$ cat config.mk
export PLATFORM = sky130hd
export DESIGN_NAME = tbc_trace_ctrl
export DESIGN_NICKNAME = d
export VERILOG_FILES = /design/src/design/tbc_pkg.sv /design/src/design/tbc_trace_ctrl.sv
export VERILOG_INCLUDE_DIRS = /design/src /design/src/design
export SDC_FILE = /design/constraint.sdc
export NUM_CORES = 1
export LEC_CHECK = 0
export BUFFER_PORTS_ARGS = -buffer_cell sky130_fd_sc_hd__buf_2
export CAP_MARGIN = 10
export CORE_ASPECT_RATIO = 0.6
export CORE_MARGIN = 4
export CORE_UTILIZATION = 30
export DETAILED_ROUTE_END_ITERATION = 8
export GPL_TIMING_DRIVEN = 0
export SLEW_MARGIN = 20
export SYNTH_ARGS = -nofsm -noshare
export SYNTH_HDL_FRONTEND = slang
export SYNTH_SLANG_ARGS = --single-unit
export TNS_END_PERCENT = 5
$ cat constraint.sdc
create_clock -name mclk -period 3.1 [get_ports mclk]
set_clock_uncertainty 0.2 [all_clocks]
set_input_delay 0.31 -clock mclk [delete_from_list [all_inputs] [get_ports mclk]]
set_output_delay 0.31 -clock mclk [all_outputs]
set_load 0.02 [all_outputs]
$ cat src/design/tbc_defines.svh
// Register indices, field positions, codes and reset values of the trace buffer control.
`ifndef TBC_DEFINES_SVH
`define TBC_DEFINES_SVH

// Register indices; the byte address is four times the index.
`define TBC_IDX_DEBUG_CTRL1 8'h20
`define TBC_IDX_DEBUG_STATUS 8'h21
`define TBC_IDX_TRACE_CTRL  8'h22
`define TBC_IDX_CMP_MAP     8'h23
`define TBC_IDX_TRACE_WIN   8'h24
`define TBC_IDX_LINE_COUNT  8'h26

// Field positions.
`define TBC_BIT_ARM         7
`define TBC_BIT_SRC_EN      6
`define TBC_BIT_MODE_HI     3
`define TBC_BIT_MODE_LO     2
`define TBC_BIT_ALIGN       0
`define TBC_BIT_FULL        7

// Trace mode codes.
`define TBC_MODE_NORMAL     2'h0
`define TBC_MODE_LOOP       2'h1
`define TBC_MODE_DETAIL     2'h2
`define TBC_MODE_PC         2'h3

// Comparator mapping codes.
`define TBC_MAP_DIRECT      2'h0
`define TBC_MAP_INSIDE      2'h1
`define TBC_MAP_OUTSIDE     2'h2

// Bus constants.
`define TBC_HSIZE_WORD      3'h2

// Reset values.
`define TBC_RST_MODE        2'h0
`define TBC_RST_ALIGN       1'b0
`define TBC_RST_MAP         2'h0
`define TBC_RST_SRC_EN      1'b0

`endif

$ cat src/design/tbc_pkg.sv
// Types shared by the trace buffer control.
package tbc_pkg;

    typedef enum logic [2:0] {
        TBC_IDLE = 3'b001,
        TBC_WAIT = 3'b010,
        TBC_CAPT = 3'b100
    } tbc_fsm_e;

    typedef struct packed {
        logic        valid;
        logic [19:0] data;
    } tbc_trace_in_s;

    typedef struct packed {
        logic aMatch;
        logic bMatch;
        logic aboveA;
        logic belowB;
    } tbc_cmp_in_s;

    typedef struct packed {
        tbc_fsm_e    fsm;
        logic        armed;
        logic        srcEn;
        logic [1:0]  mode;
        logic        align;
        logic [1:0]  cmpMap;
        logic        locked;
        logic [5:0]  count;
        logic        full;
        logic [6:0]  rdPtr;
        logic [19:0] lastData;
        logic        lastValid;
        logic        dpValid;
        logic        dpWrite;
        logic        dpOk;
        logic [7:0]  dpIdx;
        logic        match_channel_zero;
        logic        match_channel_one;
    } tbc_state_s;

endpackage

$ cat src/design/tbc_trace_ctrl.sv
// Trace buffer control of the debug unit with an AHB-Lite register slave.
`timescale 1ns/1ps
`include "tbc_defines.svh"
//
// Summary of operation
// - Source enable written only while unsecured and disarmed, else unchanged.
// - Trace mode and trigger alignment written only while disarmed.
// - Secured chip: source enable cannot be set, nothing captured.
// - Source enable set: capture while armed, window set by alignment; clear: session without tracing.
// - Mode selects stored content; suppressed mode drops repeated entries.
// - Alignment 0 puts trigger at end; 1 stores after trigger.
// - Mapping register writable only while disarmed, readable always.
// - Mapping 00 direct A/B; 01 inside range; 10 outside; channel one off.
// - Reserved mapping behaves as A to channel zero, B disabled.
// - Window reads valid only unlocked, unsecured, disarmed, source enabled.
// - Aligned word write to window while disarmed unlocks, contents untouched.
// - Setting arm locks the buffer against reading.
// - Twenty-bit lines read through sixteen-bit window; reads advance pointer.
// - Byte or misaligned window reads return zero, pointer unchanged.
// - Reads while armed or source disabled return zero, pointer unchanged.
// - Buffer contents undefined at power-on, kept across other resets.
// - Full flag after 64 lines; cleared by arm write, power-on; status bit 7.
// - Six-bit count; wrap sets full, counting continues when end-aligned.
// - Count cleared by arm write and power-on only.
// - Reading the buffer never decrements the count.
// - Full with zero count, begin-aligned: arm clears, session ends.
// - Full with nonzero count: all lines valid, oldest overwritten.
// - Arm set and cleared by software, auto-cleared on session end.

module tbc_trace_ctrl #(
    parameter int DEPTH = 64,
    parameter int LINE_W = 20
) (
    input  wire logic                 mclk,
    input  wire logic                 rst,
    input  wire logic                 porReset,
    input  wire logic                 hsel,
    input  wire logic [31:0]          haddr,
    input  wire logic [1:0]           htrans,
    input  wire logic                 hwrite,
    input  wire logic [2:0]           hsize,
    input  wire logic [31:0]          hwdata,
    input  wire logic                 hready,
    output logic [31:0]               hrdata,
    output logic                      hreadyout,
    output logic                      hresp,
    input  wire logic                 secured,
    input  wire logic                 trigger,
    input  wire logic                 sessionDone,
    input  wire logic                 breakNoTrace,
    input  wire logic [2:0]           seqState,
    input  wire tbc_pkg::tbc_trace_in_s traceIn,
    input  wire tbc_pkg::tbc_cmp_in_s cmpIn,
    output logic                      armed,
    output logic                      tracing,
    output logic [1:0]                traceMode,
    output logic                      matchZero,
    output logic                      matchOne
);
    import tbc_pkg::*;

    localparam int PTR_W = $clog2(DEPTH);

    tbc_state_s st_reg;
    tbc_state_s st_next;

    // Trace storage carries no reset so that its contents survive system resets.
    logic [LINE_W-1:0] traceMem [DEPTH];
    logic wrEn;
    logic [PTR_W-1:0] wrAddr;
    logic [LINE_W-1:0] wrData;
    logic [LINE_W-1:0] rdLine;
    logic [31:0] rdData;
    logic capOn;
    logic accept;
    logic winReadOk;
    logic startSession;

    // ----------------------------------------------------------------
    // Helpers
    // ----------------------------------------------------------------
    function automatic logic isReg(input logic [7:0] idx, input logic [7:0] ref_idx);
        isReg = (idx == ref_idx);
    endfunction

    assign rdLine = traceMem[st_reg.rdPtr[PTR_W:1]];
    assign hreadyout = 1'b1;
    assign hresp = 1'b0;
    assign hrdata = rdData;
    assign armed = st_reg.armed;
    assign tracing = capOn;
    assign traceMode = st_reg.mode;
    assign matchZero = st_reg.match_channel_zero;
    assign matchOne = st_reg.match_channel_one;

    // ----------------------------------------------------------------
    // Next state
    // ----------------------------------------------------------------
    always_comb begin
        st_next = st_reg;
        wrEn = 1'b0;
        wrAddr = st_reg.count[PTR_W-1:0];
        wrData = traceIn.data;
        rdData = 32'h0000_0000;
        startSession = 1'b0;

        // Comparator mapping onto the match channels.
        case (st_reg.cmpMap)
            `TBC_MAP_DIRECT: begin
                st_next.match_channel_zero = cmpIn.aMatch;
                st_next.match_channel_one = cmpIn.bMatch;
            end
            `TBC_MAP_INSIDE: begin
                st_next.match_channel_zero = cmpIn.aboveA & cmpIn.belowB;
                st_next.match_channel_one = 1'b0;
            end
            `TBC_MAP_OUTSIDE: begin
                st_next.match_channel_zero = ~(cmpIn.aboveA & cmpIn.belowB);
                st_next.match_channel_one = 1'b0;
            end
            default: begin
                st_next.match_channel_zero = cmpIn.aMatch;
                st_next.match_channel_one = 1'b0;
            end
        endcase

        // ------------------------------------------------------------
        // Capture
        // ------------------------------------------------------------
        capOn = st_reg.armed & st_reg.srcEn & ~secured & (st_reg.fsm == TBC_CAPT);
        // Suppressed mode drops an entry equal to the one stored last.
        accept = capOn & traceIn.valid &
                 ~((st_reg.mode == `TBC_MODE_LOOP) & st_reg.lastValid &
                   (traceIn.data == st_reg.lastData));

        case (st_reg.fsm)
            TBC_IDLE: begin
                st_next.fsm = TBC_IDLE;
            end
            TBC_WAIT: begin
                if (trigger) begin
                    st_next.fsm = TBC_CAPT;
                end
            end
            TBC_CAPT: begin
                if (accept) begin
                    wrEn = 1'b1;
                    st_next.count = st_reg.count + 6'h01;
                    st_next.lastData = traceIn.data;
                    st_next.lastValid = 1'b1;
                    if (st_reg.count == 6'h3F) begin
                        st_next.full = 1'b1;
                        if (st_reg.align) begin
                            st_next.armed = 1'b0;
                            st_next.fsm = TBC_IDLE;
                        end
                    end
                end
                if (trigger && !st_reg.align) begin
                    st_next.armed = 1'b0;
                    st_next.fsm = TBC_IDLE;
                end
            end
            default: begin
                st_next.fsm = TBC_IDLE;
            end
        endcase

        // Session end reported by the sequencer, or a breakpoint with no tracing.
        if (sessionDone || (breakNoTrace && !(st_reg.srcEn && !secured))) begin
            st_next.armed = 1'b0;
            st_next.fsm = TBC_IDLE;
        end

        // ------------------------------------------------------------
        // Register bus data phase
        // ------------------------------------------------------------
        winReadOk = st_reg.dpOk & ~st_reg.locked & ~secured & ~st_reg.armed &
                    st_reg.srcEn;

        if (st_reg.dpValid && !st_reg.dpWrite) begin
            if (isReg(st_reg.dpIdx, `TBC_IDX_DEBUG_CTRL1)) begin
                rdData[`TBC_BIT_ARM] = st_reg.armed;
            end else if (isReg(st_reg.dpIdx, `TBC_IDX_DEBUG_STATUS)) begin
                rdData[`TBC_BIT_FULL] = st_reg.full;
                rdData[2:0] = seqState;
            end else if (isReg(st_reg.dpIdx, `TBC_IDX_TRACE_CTRL)) begin
                rdData[`TBC_BIT_SRC_EN] = st_reg.srcEn;
                rdData[`TBC_BIT_MODE_HI:`TBC_BIT_MODE_LO] = st_reg.mode;
                rdData[`TBC_BIT_ALIGN] = st_reg.align;
            end else if (isReg(st_reg.dpIdx, `TBC_IDX_CMP_MAP)) begin
                rdData[1:0] = st_reg.cmpMap;
            end else if (isReg(st_reg.dpIdx, `TBC_IDX_TRACE_WIN)) begin
                if (winReadOk) begin
                    // Upper nibble of a line first, then its low sixteen bits.
                    if (!st_reg.rdPtr[0]) begin
                        rdData[LINE_W-17:0] = rdLine[LINE_W-1:16];
                    end else begin
                        rdData[15:0] = rdLine[15:0];
                    end
                    st_next.rdPtr = st_reg.rdPtr + 7'h01;
                end
            end else if (isReg(st_reg.dpIdx, `TBC_IDX_LINE_COUNT)) begin
                rdData[`TBC_BIT_FULL] = st_reg.full;
                rdData[5:0] = st_reg.count;
            end
        end

        // Writes of the wrong size or alignment are dropped altogether.
        if (st_reg.dpValid && st_reg.dpWrite && st_reg.dpOk) begin
            if (isReg(st_reg.dpIdx, `TBC_IDX_DEBUG_CTRL1)) begin
                if (hwdata[`TBC_BIT_ARM]) begin
                    startSession = 1'b1;
                end else begin
                    st_next.armed = 1'b0;
                    st_next.fsm = TBC_IDLE;
                end
            end else if (isReg(st_reg.dpIdx, `TBC_IDX_TRACE_CTRL)) begin
                if (!st_reg.armed && !secured) begin
                    st_next.srcEn = hwdata[`TBC_BIT_SRC_EN];
                end
                if (!st_reg.armed) begin
                    st_next.mode = hwdata[`TBC_BIT_MODE_HI:`TBC_BIT_MODE_LO];
                    st_next.align = hwdata[`TBC_BIT_ALIGN];
                end
            end else if (isReg(st_reg.dpIdx, `TBC_IDX_CMP_MAP)) begin
                if (!st_reg.armed) begin
                    st_next.cmpMap = hwdata[1:0];
                end
            end else if (isReg(st_reg.dpIdx, `TBC_IDX_TRACE_WIN)) begin
                if (!st_reg.armed) begin
                    // Unlock starts readout at the oldest valid line.
                    st_next.locked = 1'b0;
                    st_next.rdPtr = st_reg.full ? {st_reg.count, 1'b0} : 7'h00;
                end
            end
            // The count register takes no writes.
        end

        // Arming clears the history and locks the window; it beats capture.
        if (startSession) begin
            st_next.armed = 1'b1;
            st_next.locked = 1'b1;
            st_next.count = 6'h00;
            st_next.full = 1'b0;
            st_next.lastValid = 1'b0;
            wrEn = 1'b0;
            if (st_reg.srcEn && !secured) begin
                st_next.fsm = st_reg.align ? TBC_WAIT : TBC_CAPT;
            end else begin
                st_next.fsm = TBC_IDLE;
            end
        end

        // ------------------------------------------------------------
        // Address phase capture
        // ------------------------------------------------------------
        st_next.dpValid = hsel & htrans[1] & hready;
        st_next.dpWrite = hwrite;
        st_next.dpIdx = haddr[9:2];
        st_next.dpOk = (hsize == `TBC_HSIZE_WORD) & (haddr[1:0] == 2'b00);
        if (|haddr[31:10]) begin
            st_next.dpIdx = 8'h00;
        end

        // Synchronous reset; count and full survive all but power-on.
        if (rst) begin
            st_next.fsm = TBC_IDLE;
            st_next.armed = 1'b0;
            st_next.srcEn = `TBC_RST_SRC_EN;
            st_next.mode = `TBC_RST_MODE;
            st_next.align = `TBC_RST_ALIGN;
            st_next.cmpMap = `TBC_RST_MAP;
            st_next.locked = 1'b1;
            st_next.rdPtr = 7'h00;
            st_next.lastData = '0;
            st_next.lastValid = 1'b0;
            st_next.dpValid = 1'b0;
            st_next.dpWrite = 1'b0;
            st_next.dpOk = 1'b0;
            st_next.dpIdx = 8'h00;
            st_next.match_channel_zero = 1'b0;
            st_next.match_channel_one = 1'b0;
            st_next.count = porReset ? 6'h00 : st_reg.count;
            st_next.full = porReset ? 1'b0 : st_reg.full;
            wrEn = 1'b0;
        end
    end

    // ----------------------------------------------------------------
    // Registers
    // ----------------------------------------------------------------
    always_ff @(posedge mclk) begin
        st_reg <= st_next;
    end

    always_ff @(posedge mclk) begin
        if (wrEn) begin
            traceMem[wrAddr] <= wrData;
        end
    end

endmodule

Word level (Yosys, flattened, before mapping)
Memory sizes are Yosys's and may differ from the RTL's. A register that Yosys moved wholly into a read port is not among the register bits.
Cells that the tools add are included.
{"block": "totals", "memories": 1, "register_bits": 59, "mem_bits_rw": 1280, "wordCells": 178, "inputBits": 107, "out_inout_bits": 40}
{"memory": "traceMem", "depth": 64, "width": 20, "rd": 1, "rd_clocked_by_memory_dff": 1, "wr": 1, "line": "tbc_trace_ctrl.sv:68", "source": "logic [LINE_W-1:0] traceMem [DEPTH];"}
{"block": "classes", "n_reduce_logical": 28, "n_bitwise": 23, "n_mux": 91, "n_addsub": 2, "n_eq_ne": 15}
{"cell": "7-bit two-way mux", "count": 19}
{"cell": "16-bit two-way mux", "count": 8}
{"cell": "8-bit by 6-bit == test with 1-bit output, second input constant", "count": 6}
{"cell": "48-bit two-way mux", "count": 1}
{"cell": "4-bit two-way mux", "count": 11}
{"cell": "21-bit two-way mux", "count": 2}
{"cell": "8-bit two-way mux", "count": 4}
{"cell": "1-bit two-way mux", "count": 25}
{"cell": "6-bit two-way mux", "count": 4}
{"cell": "23-bit OR reduction", "count": 1}
{"cell": "22-bit OR reduction", "count": 1}
{"cell": "20-bit == test", "count": 1}
{"cell": "3-bit two-way mux", "count": 6}
{"cell": "1-bit bitwise AND", "count": 15}
{"cell": "14-bit two-way mux", "count": 1}
{"cell": "12-bit two-way mux", "count": 1}
{"cell": "4-bit AND reduction", "count": 3}
{"cell": "11-bit two-way mux", "count": 1}
{"cell": "2-bit two-way mux", "count": 5}
{"cell": "9-bit two-way mux", "count": 1}
{"cell": "3-bit nonzero test", "count": 3}
{"cell": "1-bit NOT", "count": 8}
{"cell": "7-bit by 1-bit adder with 7-bit output, second input constant", "count": 1}
{"cell": "1-bit logical AND", "count": 7}
{"cell": "other kinds (17)", "count": 24}

Longest topological paths before layout
Gate-level depths: netlist (run 1).
{"block": "logic_depth", "ltp_word": 19, "mapped_depth": 13, "depth_no_buf": 7}

Least setup slack after synthesis (run 1)
OpenSTA, ideal clock, no wires.
{"block": "synth_timing", "path_type": "register to register", "from": "reg st_reg (netlist bit armed)", "to": "mem traceMem[56][0] (enable)", "required_time_ns": 2.503, "synth_period_minus_slack_ns": 3.386, "arrival_time_ns": 2.789, "setup_ns": 0.397, "path_stages_with_launch": 7, "slack_ns": -0.286, "path_buffers": 2, "path_cell_list": "dfxtp_1 and3_1 o311a_1 clkbuf_1 clkbuf_1 nand4b_1 nor2_1"}
{"block": "synth_via", "elab_chain_len": 11}
{"element": "start, declared", "line": "tbc_trace_ctrl.sv:64", "source": "tbc_state_s st_reg;"}
{"element": "start signal, assigned", "line": "tbc_trace_ctrl.sv:294", "source": "st_reg <= st_next;"}
{"element": "1-bit bitwise AND (3 in series)", "line": "tbc_trace_ctrl.sv:130", "source": "capOn = st_reg.armed & st_reg.srcEn & ~secured & (st_reg.fsm == TBC_CAPT);"}
{"element": "via tracing", "line": "tbc_trace_ctrl.sv:55", "source": "output logic tracing,"}
{"element": "1-bit bitwise AND (2 in series)", "line": "tbc_trace_ctrl.sv:132", "source": "accept = capOn & traceIn.valid &"}
{"element": "1-bit two-way mux", "line": "tbc_trace_ctrl.sv:146", "source": "if (accept) begin"}
{"element": "1-bit two-way mux", "line": "tbc_trace_ctrl.sv:136", "source": "case (st_reg.fsm)"}
{"element": "1-bit two-way mux", "line": "tbc_trace_ctrl.sv:241", "source": "if (startSession) begin"}
{"element": "1-bit two-way mux", "line": "tbc_trace_ctrl.sv:267", "source": "if (rst) begin"}
{"element": "1-bit two-way mux", "line": "tbc_trace_ctrl.sv:298", "source": "if (wrEn) begin"}
{"element": "1-bit two-way mux (not written as such)", "line": "tbc_trace_ctrl.sv:299", "source": "traceMem[wrAddr] <= wrData;"}
{"element": "end, declared", "line": "tbc_trace_ctrl.sv:68"}
The timed path passes the listed nets, and every way through them passes these cells.

==> summary.txt, run 1 <==
clock-pin slew on the worst setup and hold paths = 70 ps
Mapped Cells = 2384
final hold viol count = 0
Hold Path Class = input pin to flip-flop
largest net degree at the start of global routing = 67
top-count cell post-synth = edfxtp_1
die area = 182000 um^2
PwrDens = 534 nW/um^2
DPL Wire Length = 101000 um
area post-placement = 58000 um^2
WP data required = 2590 ps
vias in the first global route = 26900
min cycle time layout = 4300 ps
layout cells sized above 1 = 0.371
P&R area growth vs syn = 23.9%
Synth area leader = edfxtp_1
GPL Wtd Cong = 0.858
syn avg cell area = 22.0 um^2
Layout Utilization = 0.375
ranking of synthesized cells by area = edfxtp_1 (74%), mux4_2 (16%), dfxtp_1 (2.0%)
# Max-Cap Violations = 0
# setup viols final = 48
post-synthesis sequential area ratio = 0.758
# H-tree levels = 3
Synth Register Bits = 1339
GRT Util Overall = 0.175
Worst-Skew Late Latency = 710 ps
Row Count = 118
final setup margin = -1200 ps
design area = 64900 um^2
fmax = 0.233 GHz
Crit Path Class = flip-flop to output port
die width = 547 um
outcome = finished with violations
Nets = 2966
max FFs per register = 1280
total CTS buffers = 109
YS warnings = 0
final wirelength = 164000 um
ys async rst share = 0
DP Cell Count = 4906
residual DRC count = 0
crit path capture = hrdata[1]
area of the mapped netlist = 52400 um^2
RSZ-0062 raised after global routing = yes
Starting Density = 0.303
grt ovf = 0
R2R cell count = 11
global-route wire length before repair = 223000 um
failing checks = setup timing
Netlist cell types = 66
Worst Tran Pin Value = 1090 ps
final non-filler cell total = 5285
EDFF count, synth = 1287
DR pass1 iterations = 6
TNS Setup = -18540 ps
Worst Path Max Fanout = 7
most instantiated cells after synthesis = edfxtp_1 (1287), mux4_2 (378), nor2_1 (133)
Synth Flop Type = edfxtp_1
post-synth top area share = 0.738
# port buffers = 100
I/O pin total = 147
crit start category = flip-flop
worst slack, placed = -2100 ps
Crit. Startpoint = st_reg[35]
Reg2Reg Setup Slack = -30 ps
Routed Antenna Nets = 0
worst r2r src = st_reg[14]
clock root buffer = clkbuf_16
vias per cell = 5.40
Die Span Y = 332 um
Rel. slew slack = 0.268
Worst EP arrival = 3790 ps
final slew viol count = 0
worst-case clock buffer depth = 3
total core area = 173000 um^2
vias after detailed routing = 28600
Leak = 0.0198 uW
CP Capture Type = output port
DR WL/cell = 31.1 um
period utilization = 1.39
CTS tree = yes
Worst R2R End = traceMem[49][15]
initial antenna violation count = 9
CTS sink cnt = 1339
Worst IR Drop VDD = 0.000477 V
Starting DRT DRC Count = 4815
[cell families after synthesis]
| group | Yosys count | synth area share |
|---|---|---|
| XOR/XNOR | 29 | 0.00485 |
| buffers and inverters | 154 | 0.0168 |
| adder cells (fa/ha/maj) | 2 | 0.000478 |
| flip-flops | 1339 | 0.758 |
| multiplexers | 464 | 0.179 |
| other | 2 | 0.000143 |
| AND/OR/NAND/NOR | 290 | 0.0272 |
| AO/OA/AOI/OAI | 104 | 0.0134 |
[metrics by stage]
step,hold slack (ps),total power [uW]
floorplan,186,20300
global placement,240,20700
detailed placement,262,20700
CTS,3.31,34800
global route,7.54,35600
finish,6.35,34700
[cell type report]
class / count / area (um^2)
clock buffer: 143 / 2960
timing repair buffer: 348 / 4410
antenna: 2 / 5.00
fill: 15500 / 108000
clock inverter: 54 / 551
tap: 2340 / 2930
inverter: 6 / 22.5
sequential: 1339 / 39700
multi-input combinational: 907 / 12800
buffer: 146 / 1550
[critical path, stage by stage, from the launching register on]
cell and delay, ps:
dfxtp_2 360, buf_12 160, buf_12 150, buf_16 190, buf_16 180, buf_16 150
buf_12 140, mux4_2 570, a211oi_2 250, o21ai_1 130, a311oi_2 390, o31ai_4 160
buf_4 190
[cells in the final DEF, fill, tap and decap left out, types with 16 or more instances in the layout]
master         netlist  layout
clkinv_1             0      18
dlygate4sd3_1        0      62
buf_6               13      50
edfxtp_1          1287    1287
a21oi_1             30      25
clkinv_2             0      16
clkbuf_16            0     116
conb_1               2      18
buf_12               0      65
nand2_1             31      31
clkbuf_1            44      43
nor2_1             133      66
nor2_4               0      64
mux4_2             378     378
buf_16               0      64
clkbuf_2             0      16
buf_2               30      77
xor2_1              16      16
dfxtp_1             52      45
mux2i_1             73      61
nand3_1             20      17
buf_4               39     119
[worst min path at each step]
| stage | startpoint | end | slack, ps | cells past startpoint |
|---|---|---|---|---|
| floorplan | haddr[0] | st_reg[10] | 190 | 1 |
| global placement | st_reg[48] | st_reg[48] | 240 | 2 |
| detailed placement | st_reg[13] | st_reg[13] | 260 | 2 |
| CTS | traceIn[17] | traceMem[33][17] | 3 | 1 |
| global route | traceIn[17] | traceMem[32][17] | 8 | 1 |
| finish | traceIn[17] | traceMem[32][17] | 6 | 1 |
[per-layer routing]
layer,share of wire,GRT usage,vias to the layer above
li1,-,-,11000
met1,0.44,0.281,15300
met2,0.40,0.226,2084
met3,0.15,0.0588,206
met4,0.018,0.0328,2
met5,0.000079,0,-
[power by group]
part           internal, uW  switching, uW  total [uW]
clock network          7580           6590       14200
registers             19800           9.19       19800
logic                   187            510         697
[what timing repair did]
item | 4_1_cts | 5_1_grt
gates cloned | 3 | 3
hold buffers | 78 | 2
gates resized for setup | 284 | 92
endpoints found under the hold margin | 651 | 51
setup endpoints to repair | 1301 | 793
buffers inserted | 38 | 59
pin swaps | 32 | 25
Note: power is estimated with default switching activity, not from simulation.
==> run 2, diff against run 1 <==
--- a/config.mk
+++ b/config.mk
@@ -6,12 +6,12 @@
 export SDC_FILE = /design/constraint.sdc
 export NUM_CORES = 1
 export LEC_CHECK = 0
-export BUFFER_PORTS_ARGS = -buffer_cell sky130_fd_sc_hd__buf_2
 export CAP_MARGIN = 10
 export CORE_ASPECT_RATIO = 0.6
 export CORE_MARGIN = 4
 export CORE_UTILIZATION = 30
 export DETAILED_ROUTE_END_ITERATION = 8
+export DONT_BUFFER_PORTS = 1
 export GPL_TIMING_DRIVEN = 0
 export SLEW_MARGIN = 20
 export SYNTH_ARGS = -nofsm -noshare
==> summary.txt, run 2 (synthesis gave the netlist of run 1 again) <==
clock-pin slew on the worst setup and hold paths = 70 ps (about the same)
Leak = 0.0193 uW (was 0.0198 uW)
TNS Setup = -24240 ps (was -18540 ps)
Rel. slew slack = 0.253 (was 0.268)
# setup viols final = 202 (was 48)
min cycle time layout = 4150 ps (was 4300 ps)
Starting DRT DRC Count = 4465 (was 4815)
PwrDens = 526 nW/um^2 (was 534 nW/um^2)
Worst R2R End = traceMem[10][8] (was traceMem[49][15])
residual DRC count = 0 (unchanged)
# Max-Cap Violations = 0 (unchanged)
failing checks = setup timing (unchanged)
grt ovf = 0 (unchanged)
Routed Antenna Nets = 0 (unchanged)
worst r2r src = wrAddr[4] (was st_reg[14])
crit path capture = hrdata[4] (was hrdata[1])
Worst-Skew Late Latency = 720 ps (was 710 ps)
worst-case clock buffer depth = 3 (unchanged)
crit start category = flip-flop (unchanged)
period utilization = 1.34 (was 1.39)
total core area = 173000 um^2 (unchanged)
vias in the first global route = 26600 (was 26900)
Reg2Reg Setup Slack = -110 ps (was -30 ps)
I/O pin total = 147 (unchanged)
CTS tree = yes (unchanged)
Hold Path Class = input pin to flip-flop (unchanged)
hold slack final = 42.2 ps (was 6.35 ps)
max FFs per register = 1280 (unchanged)
RSZ-0062 raised after global routing = yes (unchanged)
Sw Share = 0.205 (about the same)
Row Count = 118 (unchanged)
initial antenna violation count = 13 (was 9)
layout cells sized above 1 = 0.348 (was 0.371)
most frequent cells in the layout = edfxtp_1 (1287), mux4_2 (378), clkbuf_16 (112) (was edfxtp_1 (1287), mux4_2 (378), buf_4 (119))
Crit. Startpoint = st_reg[35] (unchanged)
Crit Path Class = flip-flop to output port (unchanged)
total CTS buffers = 108 (was 109)
die width = 547 um (unchanged)
vias per cell = 5.41 (was 5.40)
combinational power share = 0.017 (was 0.020)
Reg power frac = 0.584 (was 0.571)
largest net degree at the start of global routing = 66 (was 67)
DR pass1 iterations = 6 (unchanged)
DR WL/cell = 31.8 um (was 31.1 um)
global-route wire length before repair = 224000 um (was 223000 um)
design area = 64400 um^2 (was 64900 um^2)
Internal Power = 26900 uW (was 27600 uW)
Starting Density = 0.303 (unchanged)
# H-tree levels = 3 (unchanged)
outcome = finished with violations (unchanged)
die area = 182000 um^2 (unchanged)
DPL Wire Length = 101000 um (about the same)
Psw = 6960 uW (was 7110 uW)
Worst Path Max Fanout = 8 (was 7)
Total Power = 33900 uW (was 34700 uW)
CP Capture Type = output port (unchanged)
# port buffers = 0 (was 100)
Worst IR Drop VDD = 0.000405 V (was 0.000477 V)
Clk pwr share = 0.398 (was 0.409)
WP data required = 2590 ps (about the same)
CTS sink cnt = 1339 (unchanged)
final wirelength = 165000 um (was 164000 um)
final setup margin = -1050 ps (was -1200 ps)
GRT Util Overall = 0.177 (was 0.175)
Nets = 2852 (was 2966)
GPL Wtd Cong = 0.867 (was 0.858)
final hold viol count = 0 (unchanged)
Die Span Y = 332 um (unchanged)
clock root buffer = clkbuf_16 (unchanged)
P&R area growth vs syn = 23.0% (was 23.9%)
Worst Tran Pin Value = 1120 ps (was 1090 ps)
area post-placement = 57400 um^2 (was 58000 um^2)
final slew viol count = 0 (unchanged)
commonest non-fill, non-tap cell in the layout = edfxtp_1 (unchanged)
fmax = 0.241 GHz (was 0.233 GHz)
R2R cell count = 5 (was 11)
vias after detailed routing = 28000 (was 28600)
Worst EP arrival = 3640 ps (was 3790 ps)
[run 2: cell count changes in the layout (fill, tap and decap cells not counted), moves of 3 or more]
cell / before / now
buf_8: 7 / 10
mux2i_1: 61 / 57
a211oi_2: 2 / 5
clkbuf_1: 43 / 37
buf_6: 50 / 40
diode_2: 2 / 8
bufinv_16: 10 / 5
buf_4: 119 / 66
a211oi_1: 8 / 5
clkinv_1: 18 / 25
buf_16: 64 / 82
clkinv_2: 16 / 27
buf_2: 77 / 8
clkbuf_16: 116 / 112
[run 2: area by class of cell]
cell class,instances,area (um^2)
fillers,15500,109000
flip-flops and latches,1339,39700
multi-input cells,907,12800
repair buffers,235,3970
well taps,2340,2930
clock buffers,134,2860
plain buffers,146,1620
clock inverters,65,462
inverters,6,22.5
diodes,8,20.0
[run 2: per-layer routing]
metal,vias to the layer above,GRT usage,part of all wire
li1,10700,-,-
met1,15100,0.276,0.44
met2,1895,0.229,0.40
met3,256,0.0695,0.15
met4,18,0.0343,0.019
met5,-,0,0.00078
[run 2: repair_timing]
action	CTS	global route
setup endpoints to repair	1307	874
hold buffers	83	0
pin swaps	37	35
cloned	7	2
hold endpoints to repair	1336	0
buffers inserted	47	32
resized for setup	304	82
[run 2: per-stage QoR]
| step | utilization | worst slack, ps | std cells |
|---|---|---|---|
| CTS | 0.368 | -995 | 5140 |
| finish | 0.372 | -1050 | 5180 |
| detailed placement | 0.332 | -1970 | 4805 |
| global route | 0.372 | -1090 | 5172 |
| global placement | 0.320 | -2780 | 4740 |
| floorplan | - | -286 | 2400 |
[run 2: power groups by stage]
stage	combinational (uW)	clock, uW	sequential [uW]
floorplan	106	0	20200
global placement	126	0	20200
detailed placement	153	0	20200
CTS	578	13600	19800
global route	626	14500	19800
finish	587	13500	19800
[run 2: worst min path at each step]
stage              from         end  slack, ps  cells after the start
2_1_floorplan  haddr[0]  st_reg[10]        190                      1
3_3_place_gp   haddr[0]  st_reg[10]        200                      1
3_5_place_dp   haddr[0]  st_reg[10]        210                      1
4_1_cts        haddr[1]  st_reg[10]         10                      2
5_1_grt        haddr[1]  st_reg[10]         30                      2
6_report       haddr[1]  st_reg[10]         40                      2
[run 2: worst max-delay path, stage by stage (launching register included)]
cell and delay (ps):
dfxtp_2 360, buf_12 170, buf_12 160, buf_16 180
buf_16 210, mux4_2 560, mux4_2 530, mux2i_4 270
nor2_1 90, a21oi_2 180, o2bb2ai_4 160
